$ cat src/logic/prs_pkg.sv
// Package of constants and types for the pseudo-static memory reset and init sequencer.
package prs_pkg;
   // ------------------------------------------------------------------
   // Timing constants
   // ------------------------------------------------------------------
   localparam int CLK_PERIOD_PS         = 25000;
   localparam int INIT_WAIT_TIME_US     = 150;
   localparam int RESET_PULSE_MIN_NS    = 200;
   localparam int RESET_HIGH_TO_SEL_NS  = 200;
   localparam int RESET_LOW_TO_SEL_NS   = 400;
   localparam int SUPPLY_LOW_HOLD_US    = 50;
   // Longest init time in whole cycles, one cycle kept back for the reset-release edge.
   localparam int INIT_WAIT_CYCLES      = (INIT_WAIT_TIME_US * 1000000) / CLK_PERIOD_PS - 1;
   localparam int CNT_W                 = 13;

   // ------------------------------------------------------------------
   // Configuration register defaults and array
   // ------------------------------------------------------------------
   localparam logic [15:0] CFG0_DEFAULT = 16'h8F1F;
   localparam logic [15:0] CFG1_DEFAULT = 16'h0002;
   localparam int          ROW_W        = 13;
   localparam logic [12:0] ROW_DEFAULT  = 13'h0000;
   localparam logic [12:0] ROW_LAST     = 13'h1FFF;

   // Power and sequencing states.
   typedef enum logic [2:0] {
      PRS_RESET,
      PRS_INIT,
      PRS_STANDBY,
      PRS_ACTIVE,
      PRS_RETAINED_SLEEP,
      PRS_DEEPEST_SLEEP
   } prs_state_t;
endpackage

$ cat src/logic/prs_sequencer.sv
// Reset and power-up initialization sequencer of the pseudo-static memory.
// Function
// - Finish self-initialization within 150 microseconds.
// - Init count starts only after reset release.
// - Refresh during init, then accept transactions.
// - Reset low returns device to the reset state.
// - Reset loads configuration register defaults.
// - Reset halts self-refresh, array invalid.
// - Reset exits hybrid and deep sleep.
// - Refresh resumes after reset, counter defaulted.
// - Reset low is the sleep exit path.
`timescale 1ns/1ps
module prs_sequencer #(
   parameter int INIT_CYCLES = prs_pkg::INIT_WAIT_CYCLES
) (
   input  wire logic        clock,
   input  wire logic        reset_n,
   input  wire logic        mem_reset_n,
   input  wire logic        select_n,
   input  wire logic        sleep_req,
   input  wire logic        deep_req,
   output logic             ready,
   output logic             refresh_en,
   output logic             refresh_tick,
   output logic [12:0]      refresh_row,
   output logic             array_valid,
   output logic [15:0]      cfg0,
   output logic [15:0]      cfg1,
   output logic             bus_oe_n,
   output logic [2:0]       power_state
);
   // ------------------------------------------------------------------
   // Reset release and state record
   // ------------------------------------------------------------------
   typedef struct packed {
      prs_pkg::prs_state_t st;
      logic [prs_pkg::CNT_W-1:0] cnt;
      logic [12:0]  row;
      logic         valid;
      logic         tick;
      logic [15:0]  cfg0;
      logic [15:0]  cfg1;
   } prs_regs_t;

   logic      rst_meta_q;
   logic      rst_sync_q;
   logic      hw_reset;
   prs_regs_t r_q;
   prs_regs_t r_d;

   // Releases the system reset through two flip-flops.
   always_ff @(posedge clock or negedge reset_n) begin
      if (!reset_n) begin
         rst_meta_q <= 1'b0;
         rst_sync_q <= 1'b0;
      end else begin
         rst_meta_q <= 1'b1;
         rst_sync_q <= rst_meta_q;
      end
   end

   // The memory reset pin acts as the hardware reset while it is low.
   assign hw_reset = !mem_reset_n;

   // ------------------------------------------------------------------
   // Next-state logic
   // ------------------------------------------------------------------
   // Computes the next value of every state element.
   always_comb begin
      r_d      = r_q;
      r_d.tick = 1'b0;
      if (hw_reset) begin
         r_d.st    = prs_pkg::PRS_RESET;
         r_d.cfg0  = prs_pkg::CFG0_DEFAULT;
         r_d.cfg1  = prs_pkg::CFG1_DEFAULT;
         r_d.row   = prs_pkg::ROW_DEFAULT;
         r_d.valid = 1'b0;
         r_d.cnt   = '0;
      end else begin
         case (r_q.st)
            prs_pkg::PRS_RESET: begin
               r_d.st = prs_pkg::PRS_INIT;
            end
            prs_pkg::PRS_INIT: begin
               r_d.tick = 1'b1;
               r_d.row  = r_q.row + 13'h0001;
               if (r_q.cnt == prs_pkg::CNT_W'(INIT_CYCLES - 1)) begin
                  r_d.st    = prs_pkg::PRS_STANDBY;
                  r_d.valid = 1'b1;
               end else begin
                  r_d.cnt = r_q.cnt + prs_pkg::CNT_W'(1);
               end
            end
            prs_pkg::PRS_STANDBY: begin
               if (!select_n) begin
                  r_d.st = prs_pkg::PRS_ACTIVE;
               end else if (deep_req) begin
                  r_d.st = prs_pkg::PRS_DEEPEST_SLEEP;
               end else if (sleep_req) begin
                  r_d.st = prs_pkg::PRS_RETAINED_SLEEP;
               end
            end
            prs_pkg::PRS_ACTIVE: begin
               if (select_n) begin
                  r_d.st = prs_pkg::PRS_STANDBY;
               end
            end
            prs_pkg::PRS_DEEPEST_SLEEP: begin
               r_d.valid = 1'b0;   // Deepest sleep keeps no data.
            end
            default: begin
               r_d.st = r_q.st;    // Left only by reset.
            end
         endcase
      end
   end

   // Registers the state record.
   always_ff @(posedge clock or negedge rst_sync_q) begin
      if (!rst_sync_q) begin
         r_q.st    <= prs_pkg::PRS_RESET;
         r_q.cnt   <= '0;
         r_q.row   <= prs_pkg::ROW_DEFAULT;
         r_q.valid <= 1'b0;
         r_q.tick  <= 1'b0;
         r_q.cfg0  <= prs_pkg::CFG0_DEFAULT;
         r_q.cfg1  <= prs_pkg::CFG1_DEFAULT;
      end else begin
         r_q <= r_d;
      end
   end

   // ------------------------------------------------------------------
   // Outputs
   // ------------------------------------------------------------------
   // Ready and refresh follow state; pins float unless active.
   assign ready        = (r_q.st == prs_pkg::PRS_STANDBY) || (r_q.st == prs_pkg::PRS_ACTIVE);
   assign refresh_en   = (r_q.st != prs_pkg::PRS_RESET)
                       && (r_q.st != prs_pkg::PRS_DEEPEST_SLEEP);
   assign refresh_tick = r_q.tick;
   assign refresh_row  = r_q.row;
   assign array_valid  = r_q.valid;
   assign cfg0         = r_q.cfg0;
   assign cfg1         = r_q.cfg1;
   assign bus_oe_n     = !(r_q.st == prs_pkg::PRS_ACTIVE);
   assign power_state  = r_q.st;

   // ------------------------------------------------------------------
   // Assertions
   // ------------------------------------------------------------------
   property p_init_len;
      @(posedge clock) disable iff (!rst_sync_q || hw_reset)
      (r_q.st == prs_pkg::PRS_RESET && !hw_reset) |=> (r_q.st == prs_pkg::PRS_INIT)
         [*8];
   endproperty
   a_init_len: assert property (p_init_len) else $error("Init ended too early.");

   // The last init count must hand over to a ready device with a valid array.
   property p_init_done;
      @(posedge clock) disable iff (!rst_sync_q)
      (r_q.st == prs_pkg::PRS_INIT && !hw_reset
       && r_q.cnt == prs_pkg::CNT_W'(INIT_CYCLES - 1))
         |=> (ready && array_valid && refresh_en);
   endproperty
   a_init_done: assert property (p_init_done) else $error("Init did not end on time.");

   property p_reset_state;
      @(posedge clock) disable iff (!rst_sync_q)
      hw_reset |=> (r_q.st == prs_pkg::PRS_RESET && !ready);
   endproperty
   a_reset_state: assert property (p_reset_state) else $error("Reset did not stop.");

   property p_no_count;
      @(posedge clock) disable iff (!rst_sync_q)
      hw_reset |=> (r_q.cnt == '0);
   endproperty
   a_no_count: assert property (p_no_count) else $error("Init counted in reset.");

   property p_cfg_def;
      @(posedge clock) disable iff (!rst_sync_q)
      hw_reset |=> (cfg0 == prs_pkg::CFG0_DEFAULT && cfg1 == prs_pkg::CFG1_DEFAULT);
   endproperty
   a_cfg_def: assert property (p_cfg_def) else $error("Config not defaulted.");

   property p_refresh_halt;
      @(posedge clock) disable iff (!rst_sync_q)
      hw_reset |=> (!refresh_en && !array_valid);
   endproperty
   a_refresh_halt: assert property (p_refresh_halt) else $error("Refresh ran in reset.");

   property p_sleep_exit;
      @(posedge clock) disable iff (!rst_sync_q)
      (hw_reset && (r_q.st == prs_pkg::PRS_DEEPEST_SLEEP
                    || r_q.st == prs_pkg::PRS_RETAINED_SLEEP)) |=> (r_q.st == prs_pkg::PRS_RESET);
   endproperty
   a_sleep_exit: assert property (p_sleep_exit) else $error("Sleep not exited.");

   property p_row_resume;
      @(posedge clock) disable iff (!rst_sync_q)
      ($fell(hw_reset) && r_q.st == prs_pkg::PRS_RESET)
         |=> ##1 (refresh_tick && refresh_row == prs_pkg::ROW_DEFAULT + 13'h0001);
   endproperty
   a_row_resume: assert property (p_row_resume) else $error("Refresh did not resume.");

   property p_float;
      @(posedge clock) disable iff (!rst_sync_q)
      (!ready) |-> bus_oe_n;
   endproperty
   a_float: assert property (p_float) else $error("Pins driven before ready.");

   c_init_done: cover property (@(posedge clock) $rose(ready));
   c_reset_in_sleep: cover property (@(posedge clock)
      r_q.st == prs_pkg::PRS_DEEPEST_SLEEP ##1 hw_reset);
   c_active: cover property (@(posedge clock) r_q.st == prs_pkg::PRS_ACTIVE);
   c_retained: cover property (@(posedge clock) r_q.st == prs_pkg::PRS_RETAINED_SLEEP);
endmodule

$ cat config.mk
export PLATFORM = sky130hd
export DESIGN_NAME = prs_sequencer
export DESIGN_NICKNAME = d
export VERILOG_FILES = /design/src/logic/prs_pkg.sv /design/src/logic/prs_sequencer.sv
export SDC_FILE = /design/constraint.sdc
export NUM_CORES = 1
export LEC_CHECK = 0
export ABC_AREA = 1
export CORE_MARGIN = 2
export CORE_UTILIZATION = 45
export DETAILED_ROUTE_END_ITERATION = 7
export DONT_BUFFER_PORTS = 1
export GPL_TIMING_DRIVEN = 0
export PLACE_DENSITY_LB_ADDON = 0.1
export SYNTH_ARGS = -nofsm -noshare
export SYNTH_HDL_FRONTEND = slang
export SYNTH_SLANG_ARGS = --single-unit
$ cat constraint.sdc
create_clock -name clock -period 1.2 [get_ports clock]
set_input_delay 0.24 -clock clock [delete_from_list [all_inputs] [get_ports clock]]
set_output_delay 0.24 -clock clock [all_outputs]
set_load 0.02 [all_outputs]
==> results by group <==
Outcome
  – Status: complete, but fails checks
  – Failing checks: negative setup slack

Pwr
  – Switching share of power: 37.7%
  – Leak: 1.61 nW
  – Sw power: 1.79 mW
  – P per Cell Area: 1440 nW/um2
  – Gate power share: 46.1%
  – Worst VDD drop: 1.17 mV
  – Clock power share: 23.5%
  – Pint: 2.95 mW
  – Part of the power in registers: 30.4%

Clock tree
  – CTS H-tree lvls: 2
  – Sink Count: 33
  – CTS tree: built
  – Clock Pin Slew Worst Setup and Hold Paths: 0.07 ns
  – Root buf cell: clkbuf_8
  – Number of CTS-inserted buffers: 5
  – Clock Path Buffers: 2
  – Worst skew pair latency: 0.30 ns

Route
  – Via/cell ratio: 4.66
  – DRC viols: 0
  – Drt total wl: 5730 um
  – Via count: 2,172
  – Initial drt markers: 96
  – WL/cell: 12.3 um
  – Detailed Routing Iterations Pass 1: 4
  – DRT antenna net count: 0

Setup path
  – CP Launch Type: flip-flop
  – Worst Setup End Kind: flip-flop
  – Worst path max stage delay: 0.39 ns
  – Worst R2R Path Depth: 9
  – Worst R2R End: r_q[51]$_DFFE_PN0P_
  – WS Path Type: flip-flop to flip-flop
  – Worst Path Max Fanout: 6
  – WP buf/inv: 3
  – CP required: 1.38 ns
  – R2R Setup Slk: -0.23 ns
  – Critical Path AT: 1.61 ns
  – CP top delay family: flip-flops
  – Launching point of the worst reg2reg path: r_q[47]$_DFFE_PN0P_
  – Worst path slowest cell: dfrtp_1
  – Worst path cell trace: buf_6, buf_6, ha_4, inv_4, nor2_4, xor2_1, nor2_1, nand2_1, o21ai_1
  – Cell seen most often among critical-path stages: buf_6

Layout
  – Finished Layout Cells: 466
  – Nets@finish: 404
  – Ant diodes: 0
  – Layout cells sized above 1: 38.4%
  – Syn-to-layout area delta: 42.1%
  – Filler Cell Count: 417

Global routing
  – Pin count of the biggest net entering global routing: 32
  – Initial antenna violation count: 0
  – First-pass GRT wire length: 8640 um
  – Vias in the first global route: 1,905
  – GRT Overall Usage: 20.1%
  – Grt ovf: 0

Die
  – CORE AREA: 5040 um2
  – IO Pins: 59
  – Chip width: 75.7 um
  – Die area: 5730 um2
  – Effective utilization at floorplan: 45.9%
  – Height of the chip: 75.7 um
  – Cell row count: 26

Timing
  – Worst Skew: 0.00630 ns
  – Fmax: 700 MHz
  – Max-slew headroom: 53.4%
  – Fin crit share: 119%
  – Max Slew Vio Count: 0
  – Final setup fails: 37
  – Worst-Margin Slew: 0.699 ns
  – RSZ-0062 raised after global routing: true
  – Final hold violations: 0
  – Hold Slack: 0.169 ns
  – Final worst slack: -0.229 ns
  – Crit path time final: 1.43 ns

Synth
  – Synth cell count leaders: 80 x nand2_1, 48 x buf_4, 41 x nor2_1, 33 x dfrtp_1, 29 x inv_1
  – Number of synthesized flops with an enable pin: 0
  – Top cells by area, synth: dfrtp_1 36%, buf_4 16%, nand2_1 13%
  – Post-Synthesis Cells: 324
  – Synth top area share: 35.7%
  – Cell variety after synth: 26
  – Synth area leader: dfrtp_1
  – Synth Area per Inst: 7.14 um2
  – Synthesized area: 2310 um2
  – Most common cell in the netlist: nand2_1
  – Sequential element share of the synthesized area: 35.7%
  – Synth Flop Type: dfrtp_1
  – Synthesis Warnings: 0
  – Share of flip-flops with an asynchronous set or reset: 100%
  – Flops & latches, synth: 33

Job
  – Max-Cap Viols: 0

Worst hold path
  – Min-delay worst type: primary input to async pin

Placed design
  – Buffers added on ports: 0
  – Cells after DPL: 425
  – DP HPWL: 3560 um
  – Post-place setup slack: -0.345 ns
  – Gpl congestion: 0.838
power groups by stage:
stage               Sequential (mW)  Combinational (mW)  Clock, mW
floorplan                      1.42               0.923          0
global placement               1.47                1.07          0
detailed placement             1.47                1.07          0
CTS                            1.42                1.76       1.13
global route                   1.45                2.33       1.18
finish                         1.44                2.19       1.11
worst max path at each step:
stage	end	depth (start not counted)	start	slack, ns
after floorplan	r_q[53]$_DFFE_PN0P_	9	r_q[47]$_DFFE_PN0P_	-0.12
after CTS	r_q[53]$_DFFE_PN0P_	9	r_q[47]$_DFFE_PN0P_	-0.23
after global placement	r_q[53]$_DFFE_PN0P_	9	r_q[47]$_DFFE_PN0P_	-0.34
after detailed placement	r_q[53]$_DFFE_PN0P_	9	r_q[47]$_DFFE_PN0P_	-0.34
after global routing	r_q[51]$_DFFE_PN0P_	9	r_q[47]$_DFFE_PN0P_	-0.33
final	r_q[51]$_DFFE_PN0P_	9	r_q[47]$_DFFE_PN0P_	-0.23
cells in the final DEF (no fill, tap or decap), drive strengths merged, types with 5 or more instances in the layout:
cell type   n
dfrtp      33
nand4      12
nand2      84
o21ai      16
buf        84
nor2       44
conb       33
inv        29
xor2        5
clkbuf      6
nand3      27
a21oi       7
metrics by stage:
step           setup TNS [ns]  utilization, %  area, um2  power (mW)
4_1_cts                 -4.13            60.1       3030        4.32
2_1_floorplan           -1.33               -       2460        2.34
3_5_place_dp           -12.55            50.5       2550        2.53
5_1_grt                 -7.50            65.2       3290        4.97
3_3_place_gp           -12.81            50.5       2550        2.53
6_report                -4.69            65.2       3290        4.74
sequential cells by signal, indices dropped and copies added (netlist names):
register      cells
rst_meta_q        1
power_state       3
array_valid       1
rst_sync_q        1
refresh_tick      1
r_q              13
refresh_row      13
kinds of logic after synthesis:
kind of cell               synth area share (%)
DFF                                        35.7
AOI/OAI and AO/OA                          6.65
other                                     0.324
buffers and inverters                      21.3
xor gates and xnor gates                   1.89
and+or+nand+nor                            32.5
adders and majority gates                  1.62
per-layer routing:
| layer | GRT usage (%) | wire length (um) | vias up |
|---|---|---|---|
| met4 | 6.82 | 114 | 0 |
| met3 | 4.89 | 361 | 9 |
| met5 | 0 | 0 | - |
| met1 | 26.1 | 2470 | 980 |
| met2 | 32.9 | 2780 | 83 |
| li1 | - | - | 1100 |
final cells by class:
cell class,count,area [um2],share of cell area (%)
Tap cell,70,87.6,2.66
Inverter,29,126,3.84
Clock buffer,6,82.6,2.51
Clock inverter,2,37.5,1.14
Sequential cell,33,835,25.4
Buffer,52,407,12.4
Multi-Input combinational cell,241,1400,42.6
Timing Repair Buffer,33,312,9.47
repair_timing:
| action | 4_1_cts | 5_1_grt |
|---|---|---|
| setup buffers | 20 | 11 |
| setup endpoints to repair | 65 | 39 |
| pin swaps | 22 | 31 |
| hold buffers | 1 | 0 |
| cloned | 1 | 0 |
| hold endpoints to repair | 2 | 0 |
| gates resized for setup | 62 | 45 |
(Power assumes the default switching activity.)
